File: config.mk
export PLATFORM = sky130hd
export DESIGN_NAME = libe_exec
export DESIGN_NICKNAME = d
export VERILOG_FILES = /design/src/hdl/libe_pkg.sv /design/src/hdl/libe_exec.sv
export SDC_FILE = /design/constraint.sdc
export NUM_CORES = 1
export LEC_CHECK = 0
export BUFFER_PORTS_ARGS = -buffer_cell sky130_fd_sc_hd__buf_2
export CORE_MARGIN = 10
export CORE_UTILIZATION = 40
export DETAILED_ROUTE_END_ITERATION = 6
export PLACE_DENSITY_LB_ADDON = 0.1
export SLEW_MARGIN = 30
export SYNTH_ARGS = -nofsm -noshare
export SYNTH_HDL_FRONTEND = slang
export SYNTH_SLANG_ARGS = --single-unit
File: constraint.sdc
create_clock -name i_ref_clk -period 4.35 [get_ports i_ref_clk]
set_clock_uncertainty 0.1 [all_clocks]
set_input_delay 0 -clock i_ref_clk [delete_from_list [all_inputs] [get_ports i_ref_clk]]
set_output_delay 0 -clock i_ref_clk [all_outputs]
set_load 0.005 [all_outputs]
File: src/hdl/libe_pkg.sv
// Summary of operation
// - Decrement loop operand, branch if nonzero.
// - Zero wraps to all ones; flags untouched.
// - Loop target: next instruction plus offset.
// - Loop operand: work register or direct byte.
// - Modify ports through the output latch.
// - Register loop form: two bytes, two cycles.
// - Direct loop form: three bytes, two cycles.
// - Byte increment wraps; flags untouched.
// - Increment register, direct, indirect and accumulator.
// - Direct increment: two bytes, one cycle.
// - Data pointer increments modulo sixteen bits.
// - Bit branch when set, bit kept.
// - Bit branch: three bytes, two cycles.
// - Bit branch target: next instruction plus offset.
// - Branch-and-clear clears a set bit only.
// - Branch-and-clear reads the port latch.
package libe_pkg;

   // Machine cycle length in core clocks and the least that the sequencer can serve.
   localparam int unsigned MC_CLKS_DEF = 12;
   localparam int unsigned MC_CLKS_MIN = 6;
   localparam int unsigned MC_CLKS_MAX = 256;
   localparam int unsigned DIV_W = 8;

   // Opcodes and opcode prefixes.
   localparam logic [7:0] OPC_INC_ACC = 8'h04;
   localparam logic [7:0] OPC_INC_DIR = 8'h05;
   localparam logic [6:0] OPC_INC_IND_PFX = 7'h03;
   localparam logic [4:0] OPC_INC_REG_PFX = 5'h01;
   localparam logic [7:0] OPC_INC_DATA_POINTER = 8'ha3;
   localparam logic [4:0] OPC_DECREMENT_BRANCH_NONZERO_REG_PFX = 5'h1b;
   localparam logic [7:0] OPC_DECREMENT_BRANCH_NONZERO_DIR = 8'hd5;
   localparam logic [7:0] OPC_JB = 8'h20;
   localparam logic [7:0] OPC_JBC_DEF = 8'h10;

   // Bit addressing: low bit numbers map into a byte area, high ones into special registers.
   localparam logic [7:0] BIT_AREA_BASE = 8'h20;
   localparam logic [7:0] SFR_BASE = 8'h80;

   // Instruction lengths in bytes and durations in machine cycles.
   localparam logic [1:0] LEN_1 = 2'h1;
   localparam logic [1:0] LEN_2 = 2'h2;
   localparam logic [1:0] LEN_3 = 2'h3;
   localparam logic [1:0] CYC_1 = 2'h1;
   localparam logic [1:0] CYC_2 = 2'h2;

   // Values after reset.
   localparam logic [7:0] BYTE_RST = 8'h00;
   localparam logic [15:0] PC_RST = 16'h0000;

   typedef enum logic [2:0] {
      ST_IDLE = 3'b000,
      ST_PTR = 3'b001,
      ST_PTRD = 3'b010,
      ST_READ = 3'b011,
      ST_EXEC = 3'b100,
      ST_HOLD = 3'b101
   } libe_state_t;

   typedef enum logic [3:0] {
      OP_NONE = 4'b0000,
      OP_INC_ACC = 4'b0001,
      OP_INC_REG = 4'b0010,
      OP_INC_DIR = 4'b0011,
      OP_INC_IND = 4'b0100,
      OP_INC_DATA_POINTER = 4'b0101,
      OP_DECREMENT_BRANCH_NONZERO_REG = 4'b0110,
      OP_DECREMENT_BRANCH_NONZERO_DIR = 4'b0111,
      OP_JB = 4'b1000,
      OP_JBC = 4'b1001
   } libe_op_t;

   // One instruction as handed over by the fetch logic.
   typedef struct packed {
      logic [7:0] opcode;
      logic [7:0] byte1;
      logic [7:0] byte2;
      logic [15:0] pc;
   } libe_instr_t;

   // Internal data memory access request.
   typedef struct packed {
      logic rd_en;
      logic wr_en;
      logic indirect;
      logic latch;
      logic [7:0] addr;
      logic [7:0] wdata;
   } libe_mem_t;

endpackage : libe_pkg

File: src/hdl/libe_exec.sv
module libe_exec #(
   parameter int unsigned CLKS_PER_MC = libe_pkg::MC_CLKS_DEF,
   parameter logic [7:0] JBC_OPCODE = libe_pkg::OPC_JBC_DEF
) (
   input wire logic i_ref_clk,
   input wire logic i_sys_rst,
   input wire logic i_issue_valid,
   input wire libe_pkg::libe_instr_t i_issue,
   output logic o_ready,
   input wire logic [1:0] i_bank,
   input wire logic [7:0] i_rd_data,
   input wire logic [7:0] i_acc,
   input wire logic [15:0] i_data_pointer,
   output libe_pkg::libe_mem_t o_mem,
   output logic o_acc_we,
   output logic [7:0] o_acc,
   output logic o_data_pointer_we,
   output logic [15:0] o_data_pointer,
   output logic o_done,
   output logic o_taken,
   output logic [15:0] o_pc,
   output logic o_unsupported
);
   import libe_pkg::*;

   // The whole state of the sequencer.
   typedef struct packed {
      libe_state_t st;
      libe_op_t op;
      libe_instr_t ins;
      logic [2:0] bitsel;
      logic [1:0] mc_left;
      logic [DIV_W-1:0] div;
      libe_mem_t mem;
      logic acc_we;
      logic [7:0] acc;
      logic data_pointer_we;
      logic [15:0] data_pointer;
      logic done;
      logic taken;
      logic [15:0] pc;
      logic unsup;
   } libe_regs_t;

   // The sequencer needs a few clocks of each machine cycle for its own steps.
   if (CLKS_PER_MC < MC_CLKS_MIN || CLKS_PER_MC > MC_CLKS_MAX)
   begin : g_bad_clks
      $error("CLKS_PER_MC out of the range that the sequencer serves.");
   end

   libe_regs_t regs_r;
   libe_regs_t regs_nxt;
   libe_op_t dec_op;
   logic mc_tick;
   logic [1:0] op_len;
   logic [1:0] op_cyc;
   logic [7:0] rel;
   logic [15:0] pc_seq;
   logic [15:0] pc_tgt;
   logic [7:0] bit_byte;
   logic bit_val;
   logic [7:0] cleared;

   // Opcode decode of the issued instruction.
   always_comb
   begin
      dec_op = OP_NONE;
      if (i_issue.opcode == OPC_INC_ACC)
      begin
         dec_op = OP_INC_ACC;
      end
      else if (i_issue.opcode == OPC_INC_DIR)
      begin
         dec_op = OP_INC_DIR;
      end
      else if (i_issue.opcode[7:1] == OPC_INC_IND_PFX)
      begin
         dec_op = OP_INC_IND;
      end
      else if (i_issue.opcode[7:3] == OPC_INC_REG_PFX)
      begin
         dec_op = OP_INC_REG;
      end
      else if (i_issue.opcode == OPC_INC_DATA_POINTER)
      begin
         dec_op = OP_INC_DATA_POINTER;
      end
      else if (i_issue.opcode[7:3] == OPC_DECREMENT_BRANCH_NONZERO_REG_PFX)
      begin
         dec_op = OP_DECREMENT_BRANCH_NONZERO_REG;
      end
      else if (i_issue.opcode == OPC_DECREMENT_BRANCH_NONZERO_DIR)
      begin
         dec_op = OP_DECREMENT_BRANCH_NONZERO_DIR;
      end
      else if (i_issue.opcode == OPC_JB)
      begin
         dec_op = OP_JB;
      end
      else if (i_issue.opcode == JBC_OPCODE)
      begin
         // The clearing bit branch has its encoding set by a parameter.
         dec_op = OP_JBC;
      end
   end

   // Length and duration of the operation being executed.
   always_comb
   begin
      op_len = LEN_1;
      op_cyc = CYC_1;
      rel = regs_r.ins.byte2;
      unique case (regs_r.op)
         OP_INC_DIR:
         begin
            op_len = LEN_2;
         end
         OP_INC_DATA_POINTER:
         begin
            op_cyc = CYC_2;
         end
         OP_DECREMENT_BRANCH_NONZERO_REG:
         begin
            op_len = LEN_2;
            op_cyc = CYC_2;
            rel = regs_r.ins.byte1;
         end
         OP_DECREMENT_BRANCH_NONZERO_DIR, OP_JB, OP_JBC:
         begin
            op_len = LEN_3;
            op_cyc = CYC_2;
         end
         default:
         begin
            op_len = LEN_1;
         end
      endcase
   end

   // Branch target: the following instruction plus the signed offset.
   assign pc_seq = regs_r.ins.pc + {14'h0000, op_len};
   assign pc_tgt = pc_seq + {{8{rel[7]}}, rel};

   // Byte holding an addressed bit, the bit itself and the byte with it cleared.
   assign bit_byte = (i_issue.byte1 < SFR_BASE) ?
      (BIT_AREA_BASE + {4'h0, i_issue.byte1[6:3]}) : {i_issue.byte1[7:3], 3'b000};
   assign bit_val = i_rd_data[regs_r.bitsel];
   assign cleared = i_rd_data & ~(8'h01 << regs_r.bitsel);

   // Machine cycle divider pulse.
   assign mc_tick = (regs_r.div == DIV_W'(CLKS_PER_MC - 1));

   // Next state of the sequencer.
   always_comb
   begin
      regs_nxt = regs_r;
      regs_nxt.mem.rd_en = 1'b0;
      regs_nxt.mem.wr_en = 1'b0;
      regs_nxt.acc_we = 1'b0;
      regs_nxt.data_pointer_we = 1'b0;
      regs_nxt.done = 1'b0;
      regs_nxt.unsup = 1'b0;
      if (regs_r.st != ST_IDLE)
      begin
         regs_nxt.div = mc_tick ? '0 : regs_r.div + 1'b1;
         if (mc_tick)
         begin
            regs_nxt.mc_left = regs_r.mc_left - 2'h1;
         end
      end
      unique case (regs_r.st)
         ST_IDLE:
         begin
            if (i_issue_valid)
            begin
               regs_nxt.ins = i_issue;
               regs_nxt.op = dec_op;
               regs_nxt.div = '0;
               regs_nxt.taken = 1'b0;
               regs_nxt.mem.indirect = 1'b0;
               regs_nxt.mem.latch = 1'b1;
               regs_nxt.mem.rd_en = 1'b1;
               regs_nxt.bitsel = i_issue.byte1[2:0];
               regs_nxt.mc_left = CYC_1;
               regs_nxt.st = ST_READ;
               unique case (dec_op)
                  OP_INC_ACC:
                  begin
                     regs_nxt.mem.rd_en = 1'b0;
                     regs_nxt.st = ST_EXEC;
                  end
                  OP_INC_DATA_POINTER:
                  begin
                     regs_nxt.mem.rd_en = 1'b0;
                     regs_nxt.mc_left = CYC_2;
                     regs_nxt.st = ST_EXEC;
                  end
                  OP_INC_REG, OP_DECREMENT_BRANCH_NONZERO_REG:
                  begin
                     regs_nxt.mem.addr = {3'b000, i_bank, i_issue.opcode[2:0]};
                     regs_nxt.mc_left = (dec_op == OP_DECREMENT_BRANCH_NONZERO_REG) ? CYC_2 : CYC_1;
                  end
                  OP_INC_DIR, OP_DECREMENT_BRANCH_NONZERO_DIR:
                  begin
                     regs_nxt.mem.addr = i_issue.byte1;
                     regs_nxt.mc_left = (dec_op == OP_DECREMENT_BRANCH_NONZERO_DIR) ? CYC_2 : CYC_1;
                  end
                  OP_INC_IND:
                  begin
                     regs_nxt.mem.addr = {3'b000, i_bank, 2'b00, i_issue.opcode[0]};
                     regs_nxt.mem.latch = 1'b0;
                     regs_nxt.st = ST_PTR;
                  end
                  OP_JB, OP_JBC:
                  begin
                     regs_nxt.mem.addr = bit_byte;
                     regs_nxt.mem.latch = (dec_op == OP_JBC);
                     regs_nxt.mc_left = CYC_2;
                  end
                  default:
                  begin
                     regs_nxt.mem.rd_en = 1'b0;
                     // Opcodes outside this group are flagged and dropped.
                     regs_nxt.unsup = 1'b1;
                     regs_nxt.st = ST_IDLE;
                  end
               endcase
            end
         end
         ST_PTR:
         begin
            // The pointer register read is under way.
            regs_nxt.st = ST_PTRD;
         end
         ST_PTRD:
         begin
            // The pointer value has arrived; fetch the byte it points at.
            regs_nxt.mem.rd_en = 1'b1;
            regs_nxt.mem.addr = i_rd_data;
            regs_nxt.mem.indirect = 1'b1;
            regs_nxt.st = ST_READ;
         end
         ST_READ:
         begin
            // The operand byte arrives in the next cycle.
            regs_nxt.st = ST_EXEC;
         end
         ST_EXEC:
         begin
            regs_nxt.pc = pc_seq;
            // Reload the cycle count from the decoded duration; no tick can fall here.
            regs_nxt.mc_left = op_cyc;
            // By default the result is the byte read plus one.
            regs_nxt.mem.wdata = i_rd_data + 8'h01;
            unique case (regs_r.op)
               OP_INC_ACC:
               begin
                  regs_nxt.acc_we = 1'b1;
                  regs_nxt.acc = i_acc + 8'h01;
               end
               OP_INC_DATA_POINTER:
               begin
                  regs_nxt.data_pointer_we = 1'b1;
                  regs_nxt.data_pointer = i_data_pointer + 16'h0001;
               end
               OP_INC_REG, OP_INC_DIR, OP_INC_IND:
               begin
                  regs_nxt.mem.wr_en = 1'b1;
               end
               OP_DECREMENT_BRANCH_NONZERO_REG, OP_DECREMENT_BRANCH_NONZERO_DIR:
               begin
                  regs_nxt.mem.wr_en = 1'b1;
                  regs_nxt.mem.wdata = i_rd_data - 8'h01;
                  if (i_rd_data != 8'h01)
                  begin
                     regs_nxt.taken = 1'b1;
                     regs_nxt.pc = pc_tgt;
                  end
               end
               OP_JB, OP_JBC:
               begin
                  // A clear bit falls through with no write.
                  if (bit_val)
                  begin
                     regs_nxt.taken = 1'b1;
                     regs_nxt.pc = pc_tgt;
                     regs_nxt.mem.wdata = cleared;
                     regs_nxt.mem.wr_en = (regs_r.op == OP_JBC);
                  end
               end
               default:
               begin
                  regs_nxt.taken = 1'b0;
               end
            endcase
            regs_nxt.st = ST_HOLD;
         end
         ST_HOLD:
         begin
            // Wait out the instruction's number of machine cycles.
            if (mc_tick && regs_r.mc_left == CYC_1)
            begin
               regs_nxt.done = 1'b1;
               regs_nxt.st = ST_IDLE;
            end
         end
         default:
         begin
            regs_nxt.st = ST_IDLE;
         end
      endcase
   end

   // State register with synchronous reset.
   always_ff @(posedge i_ref_clk)
   begin
      if (i_sys_rst)
      begin
         // Every field clears; the named ones restate their values after reset.
         regs_r <= '0;
         regs_r.st <= ST_IDLE;
         regs_r.op <= OP_NONE;
         regs_r.pc <= PC_RST;
         regs_r.acc <= BYTE_RST;
      end
      else
      begin
         regs_r <= regs_nxt;
      end
   end

   // Outputs come straight from the state, ready from the state code.
   assign o_ready = (regs_r.st == ST_IDLE);
   assign o_mem = regs_r.mem;
   assign o_acc_we = regs_r.acc_we;
   assign o_acc = regs_r.acc;
   assign o_data_pointer_we = regs_r.data_pointer_we;
   assign o_data_pointer = regs_r.data_pointer;
   assign o_done = regs_r.done;
   assign o_taken = regs_r.taken;
   assign o_pc = regs_r.pc;
   assign o_unsupported = regs_r.unsup;

endmodule : libe_exec

==> impl_metrics.tcl <==
set metrics [dict create \
    via_per_inst 5.19 \
    drive_gt1_share_pct 19.4 \
    rsz0062_at_grt "no" \
    reg2reg_slack_ns 0.41 \
    holdCritPathClass "input port to flop" \
    synth-edff-count 0 \
    final.min_clock_period_ns 3.94 \
    start_kind "flop" \
    n_fill_cell 1733 \
    syn_nets 1039 \
    hold_ws_ns 0.00812 \
    yosysSeqAreaShare_pct 31.7 \
    ys.warnings.count 0 \
    p_per_area_nw_per_um2 334 \
    path_cells "nand2b_1 -> nand2b_1 -> ha_1 -> inv_1 -> fa_1 -> nor3_2 -> nand2_1 -> xnor2_1 -> ha_1 -> a21o_1 -> or3_1 -> o32ai_1 -> xor2_1 -> a21oi_1 -> o31ai_1" \
    area_growth_pct 25.1 \
    fin_crit_sh_pct 90.5 \
    final_common_cell "nand2_1" \
    worstSkewPairLatency_ns 0.42 \
    drt_iter0_markers 462 \
    grt_pass1_vias 6492 \
    rr_worst_depth 15 \
    cp_slowest_cell "dfxtp_1" \
    synthDistinctLibCells 70 \
    fmax_mhz 254 \
    dp_cells 1194 \
    cts_tree "yes" \
    wire_per_inst_um 16.6 \
    final_nets 1171 \
    worst_slew_pin_slew_ns 0.804 \
    io_pins 143 \
    final-setup-viol-count 0 \
    slew_headroom_pct 46.0 \
    die_area_um2 23700 \
    coreArea_um2 17500 \
    num_rows 48 \
    post_cts_buffers 0 \
    vdd_ir_drop_max_mv 0.255 \
    dr.pass1.iters 5 \
    slew_viol_final 0 \
    crit_path_max_fanout 9 \
    crit_type "flop to flop" \
    rr_startpoint "regs_r[121]" \
    diodes 0 \
    overflow 0 \
    clkSinkCount 114 \
    start_util_pct 41.1 \
    clock_path_buffers 2 \
    clk_pin_slew_ns 0.05 \
    synthArstFlopShare_pct 0 \
    fin_util_pct 51.5 \
    drtAntennaViolNets 0 \
    instances_no_fill 1300 \
    place_congestion 0.871 \
    min_to "o_unsupported" \
    cp_num_cells 15 \
    critPathRequiredTime_ns 4.58 \
    r2r-end "o_pc[15]" \
    slowest_delay_ns 0.47 \
    drt-total-wl_um 21500 \
    critical_path.top_delay_family "simple AND/OR/NAND/NOR gates" \
    grt_pass1_wl_um 34800 \
    port_buffers 142 \
    drc 0 \
    place.detailed.hpwl_um 15500 \
    track_usage_pct 17.7 \
    cp_num_buf_inv 1 \
    synth.avg_cell_area_um2 7.71 \
    cap_viol_max_count 0 \
    synth.ff_latch_count 114 \
    status "finished clean" \
    syn_inst 933 \
    timing.setup.tns_ns 0 \
    antenna_found_initial 0 \
    synth-main-ff-cell "dfxtp_1" \
    grt_max_degree 51 \
    hold_depth 4 \
    htreeDepth 4 \
    netlist_area_um2 7190 \
    cts_root_buf "clkbuf_16" \
    p_leak_nw 3.80 \
    die_w_um 154 \
    hold_violations 0 \
    worstHoldStart "i_issue[34]" \
    cts_buffers 17 \
    worstSetupEndpointType "flop" \
    cp_data_arrival_time_ns 4.17 \
    layout_common_cells "nand2_1 (152), buf_2 (142), dfxtp_1 (114)" \
    die_h_um 154 \
    vias 6747 \
]
kinds of logic (layout without fill, tap and decap cells):
logic type	Yosys count	after routing	synth area share (%)
AND/OR/NAND/NOR	359	359	22.9
AO/OA/AOI/OAI	227	227	20.9
buffers and inverters	136	278	10.6
flip-flops	114	114	31.7
XOR/XNOR	55	55	6.70
adder cells (fa/ha/maj)	29	29	5.25
multiplexers	13	13	1.91
per-layer routing:
layer  up-vias  GRT usage [%]  part of all wire (%)
met5         -              0                     0
met4         0           5.04                   1.0
met3        15           3.88                   5.8
met2       189           26.5                    44
met1      3065           24.7                    49
li1       3478              -                     -
timing repair:
| action | CTS | global route |
|---|---|---|
| resized for setup | 0 | 1 |
| endpoints found under the setup margin | 0 | 1 |
| endpoints found under the hold margin | 68 | 0 |
| hold buffers | 77 | 0 |
report_power, final:
part / total (W) / switching (W) / internal, W
Sequential: 0.00111 / 0.0000310 / 0.00107
Combinational: 0.000376 / 0.000201 / 0.000175
Clock: 0.00152 / 0.000479 / 0.00104
worst max path at each step:
stage | slack (ns) | endpoint | start
floorplan | 0.52 | o_pc[15] | regs_r[119]
global placement | 0.31 | o_pc[15] | regs_r[121]
detailed placement | 0.24 | o_pc[15] | regs_r[120]
CTS | 0.23 | o_pc[15] | regs_r[120]
global route | 0.02 | o_pc[15] | regs_r[121]
finish | 0.41 | o_pc[15] | regs_r[121]
synthesized netlist by cell type, types with 3 or more instances:
cell type    n  area, um^2
a311oi_1     6        52.6
nor2b_1      9        56.3
and2_1       9        56.3
buf_2       16        80.1
or2_2        4        25.0
xnor2_1     30         263
o21a_1       3        22.5
o211ai_1     9        67.6
nor3_1      13        65.1
o31ai_1      5        37.5
nor4_1       7        43.8
nand2b_1     8        50.1
nand3b_1     3        22.5
o21ai_0     28         140
and3_1      10        62.6
mux2_2       6        67.6
or3_1        4        25.0
xor2_1      25         219
a32oi_1      3        26.3
o311ai_0     3        26.3
nand3_1     21         105
o221a_2      3        33.8
o41ai_1      4        35.0
a211oi_1    27         203
ha_1        27         338
a22oi_1      3        22.5
a31oi_1     11        68.8
o22ai_1      7        43.8
inv_1       20        75.1
dfxtp_1    114        2280
a21o_1      10        75.1
buf_4       60         450
mux2i_1      7        70.1
a21oi_1     80         400
clkbuf_1    39         146
nand2_1    152         571
nand4_1     10        62.6
nor2_1      93         349
flip-flops by register name, indices dropped and copies added, names as in the netlist:
name               flops
o_unsupported          1
o_data_pointer_we      1
o_pc                  16
o_mem                 20
o_taken                1
regs_r                49
o_acc                  8
o_done                 1
o_data_pointer        16
o_acc_we               1
cell type report:
type	count	area (um^2)	share of cell area [%]
Sequential cell	114	2280	25.4
Clock buffer	25	515	5.73
Clock inverter	4	120	1.33
Inverter	20	75.1	0.834
Timing Repair Buffer	229	1560	17.3
Tap cell	225	282	3.13
Multi-Input combinational cell	683	4170	46.3
worst reg2reg max path: stages (launching register included):
cell and delay [ns]:
dfxtp_1 0.47, nand2b_1 0.16, nand2b_1 0.10, ha_1 0.18, inv_1 0.06, fa_1 0.45, nor3_2 0.33, nand2_1 0.11
xnor2_1 0.22, ha_1 0.33, a21o_1 0.21, or3_1 0.31, o32ai_1 0.32, xor2_1 0.21, a21oi_1 0.09, o31ai_1 0.21
stage by stage:
step | power, W | cell area, um^2 | setup slack, ns
after detailed placement | 0.00144 | 7590 | 0.244
after floorplan | 0.00133 | 7190 | 0.515
after global placement | 0.00145 | 7580 | 0.314
final | 0.00300 | 9000 | 0.411
after global routing | 0.00312 | 9000 | 0.0154
after CTS | 0.00303 | 8990 | 0.228
No activity file was read; power rests on OpenSTA's default activity.
